`config.mk`:
```
export PLATFORM = sky130hd
export DESIGN_NAME = omw_mode_ctrl
export DESIGN_NICKNAME = d
export VERILOG_FILES = /design/src/include/omw_pkg.sv /design/src/design/omw_mode_ctrl.sv /design/src/design/omw_pin_sync.sv
export VERILOG_INCLUDE_DIRS = /design/src /design/src/include
export SDC_FILE = /design/constraint.sdc
export NUM_CORES = 1
export LEC_CHECK = 0
export BUFFER_PORTS_ARGS = -buffer_cell sky130_fd_sc_hd__buf_2
export CELL_PAD_IN_SITES_DETAIL_PLACEMENT = 1
export CELL_PAD_IN_SITES_GLOBAL_PLACEMENT = 1
export CORE_MARGIN = 8
export CORE_UTILIZATION = 40
export DETAILED_ROUTE_END_ITERATION = 16
export GPL_TIMING_DRIVEN = 0
export PLACE_DENSITY = 0.88
export SYNTH_ARGS = -nofsm -noshare
export SYNTH_HDL_FRONTEND = slang
export SYNTH_SLANG_ARGS = --single-unit
```
`constraint.sdc`:
```
create_clock -name sys_clk_in -period 2 [get_ports sys_clk_in]
set_input_delay 0.2 -clock sys_clk_in [delete_from_list [all_inputs] [get_ports sys_clk_in]]
set_output_delay 0.2 -clock sys_clk_in [all_outputs]
set_load 0.05 [all_outputs]
```
`src/include/omw_consts.svh`:
```
/*
  Offsets, field positions, reset values and timing counts of the
  operating mode and wakeup controller.
  Assumes a 200 MHz system clock and byte addresses on an 8-bit
  Wishbone address.
*/
`ifndef OMW_CONSTS_SVH
`define OMW_CONSTS_SVH

// Register byte offsets
`define OMW_OFS_PB_WAKE     8'hc0
`define OMW_OFS_MODE_CTRL   8'hc4
`define OMW_OFS_TIMER_CTRL  8'hc8
`define OMW_OFS_STATUS      8'hcc

// Mode control fields
`define OMW_BIT_HX_STOP     1
`define OMW_BIT_SLOW_SEL    2
`define OMW_BIT_SLEEP_SEL   3
`define OMW_BIT_GREEN_SEL   4

// Timer control fields
`define OMW_BIT_T0_EN       0
`define OMW_BIT_TCA_EN      1
`define OMW_BIT_TCB_EN      2
`define OMW_BIT_T0_WAKE_EN  3

// Reset values
`define OMW_RST_PB_WAKE     8'h00
`define OMW_RST_MODE_CTRL   8'h00
`define OMW_RST_TIMER_CTRL  8'h00

// Oscillator settle count after a power-down wakeup
`define OMW_WAKE_CLKS       2048
`define OMW_WAKE_CNT_W      12

`endif

```
`src/include/omw_pkg.sv`:
```
/*
  Types of the operating mode and wakeup controller.
  Assumes omw_consts.svh supplies the counter width.
*/
`include "omw_consts.svh"

package omw_pkg;

  // Operating states; normal and slow share the running state
  typedef enum logic [1:0] {
    OMW_RUN,
    OMW_GREEN,
    OMW_SLEEP,
    OMW_WAKE
  } omw_mode_t;

  // Whole state of the controller
  typedef struct packed {
    omw_mode_t                    mode;
    logic [7:0]                   pb_wake;
    logic                         hx_stop;
    logic                         slow_sel;
    logic                         sleep_sel;
    logic                         green_sel;
    logic                         t0_en;
    logic                         tca_en;
    logic                         tcb_en;
    logic                         t0_wake_en;
    logic [`OMW_WAKE_CNT_W-1:0]   wake_cnt;
    logic                         ack;
    logic [31:0]                  rdata;
    logic                         hosc_run;
    logic                         losc_run;
    logic                         clk_low;
    logic                         cpu_run;
    logic                         t0_run;
    logic                         tca_run;
    logic                         tcb_run;
    logic [2:0]                   int_en;
    logic                         ext_int_en;
    logic                         wdt_run;
  } omw_state_t;

endpackage

```
`src/design/omw_mode_ctrl.sv`:
```
/*
  Operating mode and wakeup controller: normal, slow, green and
  power-down modes, oscillator and timer gating, pin and timer wakeup,
  and a Wishbone classic register slave.
  Assumes one 200 MHz clock, synchronous active-high reset, pins on
  port A and port B that are asynchronous, and a timer zero event that
  is a one-cycle pulse on this clock.
*/
// What this block does
// - Sleep select from normal or slow enters power-down, stopping CPU, oscillators, timers, interrupts.
// - Power-down ends only on wakeup pin or reset, then returns to normal.
// - Slow clock select one moves system clock to low oscillator; high keeps running.
// - High oscillator stop halts only the high oscillator; low one runs.
// - Clearing slow select with high oscillator running returns to normal mode.
// - Green select from normal or slow stops the CPU and timer counter B; timer zero and counter A keep running if chosen.
// - Green without timer wakeup ends only on pin or reset, back to prior mode.
// - Green with timer zero wakeup also ends on a timer zero event.
// - Power-down suspends execution; only port A or B level changes wake it.
// - Power-down stops the high oscillator until a wakeup occurs.
// - After power-down wakeup, 2048 high oscillator clocks pass before normal mode.
// - Port A always wakes; port B pins wake only where individually enabled.
// - Port B wake enable: one bit per pin, write-only, reset zero.
// - Watchdog behaviour follows the build-time option in every mode.
// - Mode field: 00 normal, 01 power-down, 10 green, 11 reserved.
// - Slow select zero picks high oscillator, one the low; resets zero.
// - High oscillator stop zero lets it run, one stops it.
`include "omw_consts.svh"

module omw_mode_ctrl
  import omw_pkg::*;
#(
  parameter int PA_W      = 8,
  parameter int WAKE_CLKS = `OMW_WAKE_CLKS
)(
  input  wire logic            sys_clk_in,
  input  wire logic            rst_in,
  input  wire logic [7:0]      wb_adr_in,
  input  wire logic [31:0]     wb_dat_in,
  input  wire logic [3:0]      wb_sel_in,
  input  wire logic            wb_we_in,
  input  wire logic            wb_cyc_in,
  input  wire logic            wb_stb_in,
  output logic      [31:0]     wb_dat_out,
  output logic                 wb_ack_out,
  input  wire logic [PA_W-1:0] port_a_in,
  input  wire logic [7:0]      port_b_in,
  input  wire logic            timer_zero_event_in,
  input  wire logic            watchdog_option_in,
  output logic                 high_osc_run_out,
  output logic                 low_osc_run_out,
  output logic                 sys_clk_low_out,
  output logic                 cpu_run_out,
  output logic                 timer_zero_run_out,
  output logic                 timer_counter_a_run_out,
  output logic                 timer_counter_b_run_out,
  output logic      [2:0]      internal_int_en_out,
  output logic                 external_int_en_out,
  output logic                 watchdog_run_out,
  output logic      [1:0]      mode_out
);

  localparam logic [`OMW_WAKE_CNT_W-1:0] WAKE_LAST = `OMW_WAKE_CNT_W'(WAKE_CLKS - 1);

  omw_state_t          r;
  omw_state_t          n;
  logic [PA_W-1:0]     pa_chg;
  logic [7:0]          pb_chg;
  logic                pin_wake;
  logic                t0_wake;
  logic                bus_req;
  logic                bus_wr;
  logic [7:0]          mode_byte;
  logic [7:0]          tmr_byte;
  logic [7:0]          stat_byte;

  // Port pins cross into the clock domain through the filter
  omw_pin_sync #(.W(PA_W)) u_port_a_sync (
    .sys_clk_in (sys_clk_in),
    .rst_in     (rst_in),
    .pin_in     (port_a_in),
    .level_out  (),
    .change_out (pa_chg)
  );

  omw_pin_sync #(.W(8)) u_port_b_sync (
    .sys_clk_in (sys_clk_in),
    .rst_in     (rst_in),
    .pin_in     (port_b_in),
    .level_out  (),
    .change_out (pb_chg)
  );

  // Wake sources: any port A change, port B only where enabled
  assign pin_wake = (|pa_chg) | (|(pb_chg & r.pb_wake));
  assign t0_wake  = timer_zero_event_in & r.t0_wake_en & r.t0_en;

  // Bus request decode; one ack per request
  assign bus_req = wb_cyc_in & wb_stb_in & ~r.ack;
  assign bus_wr  = bus_req & wb_we_in & wb_sel_in[0];

  // Readback bytes
  always_comb begin
    mode_byte = 8'h00;
    mode_byte[`OMW_BIT_HX_STOP]   = r.hx_stop;
    mode_byte[`OMW_BIT_SLOW_SEL]  = r.slow_sel;
    mode_byte[`OMW_BIT_SLEEP_SEL] = r.sleep_sel;
    mode_byte[`OMW_BIT_GREEN_SEL] = r.green_sel;
    tmr_byte = 8'h00;
    tmr_byte[`OMW_BIT_T0_EN]      = r.t0_en;
    tmr_byte[`OMW_BIT_TCA_EN]     = r.tca_en;
    tmr_byte[`OMW_BIT_TCB_EN]     = r.tcb_en;
    tmr_byte[`OMW_BIT_T0_WAKE_EN] = r.t0_wake_en;
    stat_byte = {2'h0, r.hosc_run, r.losc_run, r.clk_low, r.cpu_run, r.green_sel, r.sleep_sel};
  end

  // Next state: bus, mode machine, then registered outputs
  always_comb begin
    n       = r;
    n.ack   = bus_req;
    n.rdata = 32'h0000_0000;

    // Reads; port B wake enable is write-only and reads zero
    if (bus_req && !wb_we_in) begin
      case (wb_adr_in)
        `OMW_OFS_MODE_CTRL:  n.rdata = {24'h00_0000, mode_byte};
        `OMW_OFS_TIMER_CTRL: n.rdata = {24'h00_0000, tmr_byte};
        `OMW_OFS_STATUS:     n.rdata = {24'h00_0000, stat_byte};
        default:             n.rdata = 32'h0000_0000;
      endcase
    end

    // Writes
    if (bus_wr) begin
      case (wb_adr_in)
        `OMW_OFS_PB_WAKE: begin
          n.pb_wake = wb_dat_in[7:0];
        end
        `OMW_OFS_MODE_CTRL: begin
          // The CPU issues mode changes only while it runs
          if (r.mode == OMW_RUN) begin
            n.hx_stop  = wb_dat_in[`OMW_BIT_HX_STOP];
            n.slow_sel = wb_dat_in[`OMW_BIT_SLOW_SEL];
            // Reserved code 11 leaves the mode field untouched
            if (!(wb_dat_in[`OMW_BIT_SLEEP_SEL] && wb_dat_in[`OMW_BIT_GREEN_SEL])) begin
              n.sleep_sel = wb_dat_in[`OMW_BIT_SLEEP_SEL];
              n.green_sel = wb_dat_in[`OMW_BIT_GREEN_SEL];
            end
          end
        end
        `OMW_OFS_TIMER_CTRL: begin
          n.t0_en      = wb_dat_in[`OMW_BIT_T0_EN];
          n.tca_en     = wb_dat_in[`OMW_BIT_TCA_EN];
          n.tcb_en     = wb_dat_in[`OMW_BIT_TCB_EN];
          n.t0_wake_en = wb_dat_in[`OMW_BIT_T0_WAKE_EN];
        end
        default: begin
        end
      endcase
    end

    // Mode machine
    case (r.mode)
      OMW_RUN: begin
        if (r.sleep_sel && !r.green_sel) begin
          n.mode = OMW_SLEEP;
        end else if (r.green_sel && !r.sleep_sel) begin
          n.mode = OMW_GREEN;
        end
      end
      OMW_SLEEP: begin
        // Timer events are ignored here; only pins wake
        if (pin_wake) begin
          n.mode     = OMW_WAKE;
          n.wake_cnt = '0;
        end
      end
      OMW_WAKE: begin
        // Oscillator settles before the CPU restarts
        if (r.wake_cnt == WAKE_LAST) begin
          n.mode      = OMW_RUN;
          n.sleep_sel = 1'b0;
          n.slow_sel  = 1'b0;
          n.hx_stop   = 1'b0;
        end else begin
          n.wake_cnt = r.wake_cnt + 1'b1;
        end
      end
      OMW_GREEN: begin
        // Slow select is kept, so the prior mode comes back
        if (pin_wake || t0_wake) begin
          n.mode      = OMW_RUN;
          n.green_sel = 1'b0;
        end
      end
      default: begin
        n.mode = OMW_RUN;
      end
    endcase

    // Outputs follow the next state so they change with it
    n.hosc_run   = 1'b1;
    n.losc_run   = 1'b1;
    n.clk_low    = 1'b0;
    n.cpu_run    = 1'b0;
    n.t0_run     = 1'b0;
    n.tca_run    = 1'b0;
    n.tcb_run    = 1'b0;
    n.int_en     = 3'b000;
    n.ext_int_en = 1'b0;
    case (n.mode)
      OMW_RUN: begin
        n.hosc_run   = ~n.hx_stop;
        n.clk_low    = n.slow_sel;
        n.cpu_run    = 1'b1;
        n.t0_run     = n.t0_en;
        n.tca_run    = n.tca_en;
        n.tcb_run    = n.tcb_en;
        n.int_en     = 3'b111;
        n.ext_int_en = 1'b1;
      end
      OMW_GREEN: begin
        n.hosc_run   = ~n.hx_stop;
        n.clk_low    = n.slow_sel;
        n.t0_run     = n.t0_en;
        n.tca_run    = n.tca_en;
        n.int_en     = 3'b011;
        n.ext_int_en = 1'b1;
      end
      OMW_SLEEP: begin
        n.hosc_run = 1'b0;
        n.losc_run = 1'b0;
      end
      default: begin
        // Settling: high oscillator restarted, CPU still held
      end
    endcase

    // Watchdog ignores the mode entirely
    n.wdt_run = watchdog_option_in;
  end

  // Single state register
  always_ff @(posedge sys_clk_in) begin
    if (rst_in) begin
      r          <= '0;
      r.mode     <= OMW_RUN;
      r.pb_wake  <= `OMW_RST_PB_WAKE;
      r.hosc_run <= 1'b1;
      r.losc_run <= 1'b1;
    end else begin
      r <= n;
    end
  end

  // Outputs straight from the state register
  assign wb_dat_out              = r.rdata;
  assign wb_ack_out              = r.ack;
  assign high_osc_run_out        = r.hosc_run;
  assign low_osc_run_out         = r.losc_run;
  assign sys_clk_low_out         = r.clk_low;
  assign cpu_run_out             = r.cpu_run;
  assign timer_zero_run_out      = r.t0_run;
  assign timer_counter_a_run_out = r.tca_run;
  assign timer_counter_b_run_out = r.tcb_run;
  assign internal_int_en_out     = r.int_en;
  assign external_int_en_out     = r.ext_int_en;
  assign watchdog_run_out        = r.wdt_run;
  assign mode_out                = {r.green_sel, r.sleep_sel};
endmodule

```
`src/design/omw_pin_sync.sv`:
```
/*
  Three-stage pin synchroniser with agreement filter for a port.
  Assumes asynchronous pins and a free-running system clock.
*/
module omw_pin_sync #(
  parameter int W = 8
)(
  input  wire logic         sys_clk_in,
  input  wire logic         rst_in,
  input  wire logic [W-1:0] pin_in,
  output logic      [W-1:0] level_out,
  output logic      [W-1:0] change_out
);

  typedef struct packed {
    logic [W-1:0] s1;
    logic [W-1:0] s2;
    logic [W-1:0] s3;
    logic [W-1:0] filt;
    logic [W-1:0] chg;
  } omw_sync_t;

  omw_sync_t r;
  omw_sync_t n;

  // A bit is accepted only where the second and third stages agree
  always_comb begin
    n      = r;
    n.s1   = pin_in;
    n.s2   = r.s1;
    n.s3   = r.s2;
    n.chg  = '0;
    for (int i = 0; i < W; i++) begin
      if (r.s2[i] == r.s3[i] && r.s3[i] != r.filt[i]) begin
        n.filt[i] = r.s3[i];
        n.chg[i]  = 1'b1;
      end
    end
  end

  // Stages and filter reset to all ones, change flags to zero: idle pins are pulled up
  always_ff @(posedge sys_clk_in) begin
    if (rst_in) begin
      r <= '{s1: '1, s2: '1, s3: '1, filt: '1, chg: '0};
    end else begin
      r <= n;
    end
  end

  assign level_out  = r.filt;
  assign change_out = r.chg;

endmodule

```
==> results of run 1 <==
[state kept, by name, summed over array words and instances, names as in the netlist, 2 cells and up]
name and count:
mode_byte 2, mode_out 2, r 26, u_port_a_sync.change_out 8, u_port_a_sync.level_out 8, u_port_a_sync.n 16, u_port_a_sync.r 8, u_port_b_sync.change_out 8
u_port_b_sync.level_out 8, u_port_b_sync.n 16, u_port_b_sync.r 8, wb_dat_out 6
[per-layer routing]
| layer | GRT usage (%) | part of all wire (%) | up-vias |
|---|---|---|---|
| li1 | - | - | 1818 |
| met1 | 16.3 | 41 | 1796 |
| met2 | 29.2 | 53 | 85 |
| met3 | 5.35 | 6.0 | 11 |
| met4 | 4.91 | 0.82 | 0 |
| met5 | 0 | 0 | - |
[area by class of cell]
class | instances | area, um2
Clock buffer | 19 | 453
Multi-Input combinational cell | 332 | 1900
Tap cell | 143 | 179
Sequential cell | 126 | 2520
Inverter | 2 | 7.51
Buffer | 55 | 350
Clock inverter | 12 | 114
Fill cell | 1333 | 5390
Timing Repair Buffer | 74 | 455
[power by group through the flow]
| stage | combinational, mW | sequential, mW | clock (mW) |
|---|---|---|---|
| 5_1_grt | 0.410 | 2.59 | 3.06 |
| 6_report | 0.381 | 2.59 | 2.87 |
| 4_1_cts | 0.379 | 2.58 | 2.93 |
| 3_5_place_dp | 0.351 | 2.64 | 0 |
| 2_1_floorplan | 0.259 | 2.64 | 0 |
| 3_3_place_gp | 0.343 | 2.63 | 0 |
[synthesized netlist by cell type (5+ instances only)]
cell type / count
a21oi_1: 35
a22oi_1: 7
buf_4: 37
clkbuf_1: 16
dfxtp_1: 126
mux2i_1: 15
nand2_1: 26
nand4_1: 7
nor2_1: 85
nor2b_1: 5
nor3_1: 6
o21bai_1: 16
or2_2: 49
xor2_1: 9
[worst max-delay path, stage by stage (launching register included)]
cell and delay [ps]:
dfxtp_1 320, ha_1 300, nor2b_1 190, and4_1 240, a21oi_2 430, nand4b_1 210
o31a_1 140
[through the flow]
stage               cells  utilization (%)  power [mW]
floorplan             515                -        2.90
global placement      715             45.9        2.98
detailed placement    715             45.9        2.99
CTS                   763             52.5        5.90
global route          763             52.6        6.06
finish                763             52.6        5.84
[final timing paths]
path / slack, ps / start / cells after the start / endpoint
worst max-delay path: 70 / r[45]$_SDFFE_PP0P_ / 6 / high_osc_run_out$_SDFF_PP1_
worst min-delay path: 80 / wb_dat_in[6] / 3 / r[71]$_SDFFE_PP0P_
worst max register to register: 70 / r[45]$_SDFFE_PP0P_ / 6 / high_osc_run_out$_SDFF_PP1_
worst min register to register: 410 / u_port_a_sync.n[28]$_SDFF_PP1_ / 1 / u_port_a_sync.n[20]$_SDFF_PP1_
[logic make-up (layout without fill, tap and decap cells)]
| logic type | Yosys count | count (layout) |
|---|---|---|
| other | 1 | 26 |
| and+or+nand+nor | 210 | 210 |
| muxes | 19 | 19 |
| buffers and inverters | 57 | 162 |
| adders and majority gates | 1 | 1 |
| AOI/OAI and AO/OA | 66 | 66 |
| xor gates and xnor gates | 10 | 10 |
| DFF | 126 | 126 |
[what timing repair did]
action	in CTS	in global routing
resized for setup	2	4
endpoints found under the setup margin	4	13
pin swaps	0	2
hold buffers	17	0
hold endpoints to repair	17	0
==> results.yml, run 1 <==
status:
  status: "complete, no violations"
global_routing:
  grt_pass1_vias: 3989
  grt_use_total_pct: 15.7
  grt_pass1_wl_um: 18700
  gr-total-overflow: 0
  antenna_found_initial: 0
  grt_max_degree: 17
drt:
  wl_um: 11400
  route.vias.total: 3710
  drc: 0
  avgRoutedWirePerCell_um: 15.0
  drtAntennaViolNets: 0
  drtPass1Iterations: 4
  drt_iter0_drc: 162
  via_per_inst: 4.86
yosys:
  synth_edf_count: 0
  muxShareOfSynthArea_pct: 4.19
  yosysUniqueCellTypes: 42
  synth-seq-cells: 126
  syn_area_per_cell_um2: 9.51
  synth_top_family_by_area: "simple AND/OR/NAND/NOR gates"
  synth_ff_type: "dfxtp_1"
  synth_top_area_share_pct: 54.1
  synth_cells: 490
  synthSimpleGateAreaFrac_pct: 23.0
  ys_seq_area_share_pct: 54.1
  netlist_area_um2: 4660
  synth_top_area_cell: "dfxtp_1"
  synthXorXnorAreaFrac_pct: 1.88
  ys_async_sr_fraction_pct: 0
  ys_top_cells_by_area: "dfxtp_1 54%, nor2_1 6.8%, or2_2 6.6%"
  synth_compound_gate_area_share_pct: 8.84
  yosys_warnings: 0
  synthAdderAreaFrac_pct: 0.269
floorplanning:
  die_w_um: 124
  core_area_um2: 11400
  ios: 114
  die_h_um: 124
  row_count: 39
  start_util_pct: 41.0
  dieArea_um2: 15400
sta:
  fmaxAchievable_ghz: 0.517
  rsz0062_at_grt: "false"
  holdWs_ps: 77.5
  period_minus_slack_ps: 1930
  slew_viol_final: 0
  min_period_over_period_pct: 96.7
  setup_ws_ps: 65.8
  final-setup-viol-count: 0
  fin_setup_tns_ps: 0
  final_hold_viol_count: 0
  slew_headroom_pct: 60.4
  worst_pin_slew_ps: 593
  fin_skew_ps: 10.4
clock_network:
  root_buffer: "clkbuf_16"
  cts_setup_buffers: 0
  clk_pin_slew_worst_paths_ps: 50
  cts.sinks: 126
  htreeDepth: 4
  cts_tree: "done"
  clock_latency_ps: 410
  cts_inserted_buffers: 17
  clockBufferDepth: 2
flow_run:
  drv_cap: 0
final_layout:
  area_growth_syn_to_layout_pct: 28.4
  nets: 676
  final_cell_mix: "126 x dfxtp_1, 84 x nor2_1, 57 x buf_2"
  final_cell_area_um2: 5980
  antennaDiodeCount: 0
  drive_above_1_share_pct: 31.0
  final_common_cell: "dfxtp_1"
placement:
  dpl_cell_area_um2: 5220
  io_buffers: 57
  dp_hpwl_um: 7940
  dp_slack_ps: -43.1
  place_congestion: 0.782
power:
  pwr-share-clk_pct: 49.2
  cellInternalPower_mw: 4.47
  vdd_drop_max_mv: 0.543
  switching_share_pct: 23.5
  seq_power_share_pct: 44.3
  power_density_nw_per_um2: 976
  switchingPower_mw: 1.37
  p_leak_nw: 2.75
  power_frac_comb_pct: 6.5
critical_path:
  critPathRequiredTime_ps: 2290
  crit_type: "flip-flop to flip-flop"
  path_max_fanout: 9
  arrival_ps: 2230
  start_kind: "flip-flop"
  endpoint_kind: "flip-flop"
min_path:
  hold_class: "input port to flip-flop"
Power figures use the tool's default switching activity.
==> run 2, diff against run 1 <==
--- a/config.mk
+++ b/config.mk
@@ -13,7 +13,7 @@
 export CORE_UTILIZATION = 40
 export DETAILED_ROUTE_END_ITERATION = 16
 export GPL_TIMING_DRIVEN = 0
-export PLACE_DENSITY = 0.88
+export PLACE_DENSITY_LB_ADDON = 0.1
 export SYNTH_ARGS = -nofsm -noshare
 export SYNTH_HDL_FRONTEND = slang
 export SYNTH_SLANG_ARGS = --single-unit
==> results.yml, run 2 (synthesized netlist as in run 1, its figures left out) <==
status:
  status: "complete, no violations"
clock_network:
  cts.sinks: 126
  clock_latency_ps: 410
  cts_inserted_buffers: 17
  cts_tree: "done"
  clockBufferDepth: 2
  root_buffer: "clkbuf_16"
  clk_pin_slew_worst_paths_ps: 50
  cts_setup_buffers: 0
  htreeDepth: 4
sta:
  final-setup-viol-count: 0
  slew_viol_final: 0
  fmaxAchievable_ghz: 0.534
  slew_headroom_pct: 61.3
  min_period_over_period_pct: 93.6
  worst_pin_slew_ps: 581
  final_hold_viol_count: 0
  fin_skew_ps: 8.39
  period_minus_slack_ps: 1870
  setup_ws_ps: 127
  holdWs_ps: 32.7
critical_path:
  path_delay_family: "simple AND/OR/NAND/NOR gates"
  reg2reg_from: "r[45]$_SDFFE_PP0P_"
  slowest_stage: "a21oi_2"
  crit_buf_inv: 0
  arrival_ps: 2170
  r2r_end: "high_osc_run_out$_SDFF_PP1_"
  rrSetupSlack_ps: 130
  start_kind: "flip-flop"
  cp.depth: 6
  path_max_fanout: 9
  reg2reg_depth: 6
  worstSetupEndpoint: "high_osc_run_out$_SDFF_PP1_"
  slowest_delay_ps: 430
  cp_cell_sequence: "ha_2 -> nor2b_2 -> and4_1 -> a21oi_2 -> nand4b_1 -> o31a_1"
  startpoint: "r[45]$_SDFFE_PP0P_"
  crit_type: "flip-flop to flip-flop"
  endpoint_kind: "flip-flop"
  critPathRequiredTime_ps: 2300
final_layout:
  nets: 676
  largest_reg_flops: 26
  antennaDiodeCount: 0
  regMostFlops: "r"
  area_growth_syn_to_layout_pct: 29.3
  fin_util_pct: 53.0
  drive_above_1_share_pct: 31.1
  instances_no_fill: 763
  final_common_cell: "dfxtp_1"
  final_cell_mix: "126 x dfxtp_1, 84 x nor2_1, 58 x buf_2"
  fillers: 1300
floorplanning:
  die_h_um: 124
  ios: 114
  core_area_um2: 11400
  start_util_pct: 41.0
  die_w_um: 124
  row_count: 39
  dieArea_um2: 15400
drt:
  route.vias.total: 3572
  drt_iter0_drc: 158
  avgRoutedWirePerCell_um: 13.8
  drtAntennaViolNets: 0
  wl_um: 10600
  drtPass1Iterations: 4
  via_per_inst: 4.68
  drc: 0
power:
  total_power_mw: 6.12
  power_density_nw_per_um2: 1020
  vdd_drop_max_mv: 0.546
  p_leak_nw: 2.77
placement:
  dp_hpwl_um: 7460
  place_congestion: 0.760
  dp.cells: 715
  dp_slack_ps: -29.4
  io_buffers: 57
global_routing:
  grt_use_total_pct: 14.8
  grt_max_degree: 17
  grt_pass1_wl_um: 17500
  grt_pass1_vias: 3736
  antenna_found_initial: 0
  gr-total-overflow: 0
min_path:
  hold_class: "input port to flip-flop"
flow_run:
  drv_cap: 0
## run 2: power breakdown
| part | internal (mW) | leakage, nW | switching (mW) | total [mW] |
|---|---|---|---|---|
| clock | 2.08 | 0.297 | 1.08 | 3.15 |
| combinational | 0.142 | 1.45 | 0.237 | 0.379 |
| sequential | 2.56 | 1.03 | 0.0253 | 2.58 |
## run 2: repair_timing
item,4_1_cts,5_1_grt
endpoints found under the hold margin,17,0
gates resized for setup,1,4
pin swaps,0,1
setup endpoints to repair,1,13
hold buffers,17,0
## run 2: worst min-delay path by stage
stage	startpoint	to	slack [ps]	depth (start not counted)
final	wb_dat_in[6]	r[71]$_SDFFE_PP0P_	30	3
after global placement	port_b_in[3]	u_port_b_sync.n[27]$_SDFF_PP1_	380	2
after CTS	wb_dat_in[6]	r[71]$_SDFFE_PP0P_	20	3
after floorplan	port_a_in[0]	u_port_a_sync.n[24]$_SDFF_PP1_	300	1
after detailed placement	port_b_in[4]	u_port_b_sync.n[28]$_SDFF_PP1_	390	2
after global routing	wb_dat_in[6]	r[71]$_SDFFE_PP0P_	70	3
## run 2: per-stage QoR
step / TNS (ps) / area, um2
floorplan: 0 / 4750
global placement: -3.00 / 5220
detailed placement: -44.2 / 5220
CTS: 0 / 6010
global route: -17.5 / 6020
finish: 0 / 6020
## run 2: worst reg2reg max path, stage by stage, from the launching register on
cell      delay [ps]
dfxtp_1          330
ha_2             230
nor2b_2          180
and4_1           240
a21oi_2          430
nand4b_1         210
o31a_1           150
## run 2: layout make-up
type                    instances  area [um2]  share of cell area [%]
repair buffers                 74         455                    7.56
flip-flops and latches        126        2520                    41.9
well taps                     143         179                    2.97
clock buffers                  21         480                    7.98
multi-input cells             332        1890                    31.4
plain buffers                  55         348                    5.78
inverters                       2        7.51                   0.125
clock inverters                10         136                    2.26
## run 2: metal layers
layer  vias up  global-route usage, %  share of wire, %
met1      1664                   16.0                42
met2        81                   25.6                50
li1       1807                      -                 -
met4         0                   7.43               2.3
met3        20                   4.81               5.9
met5         -                      0                 0
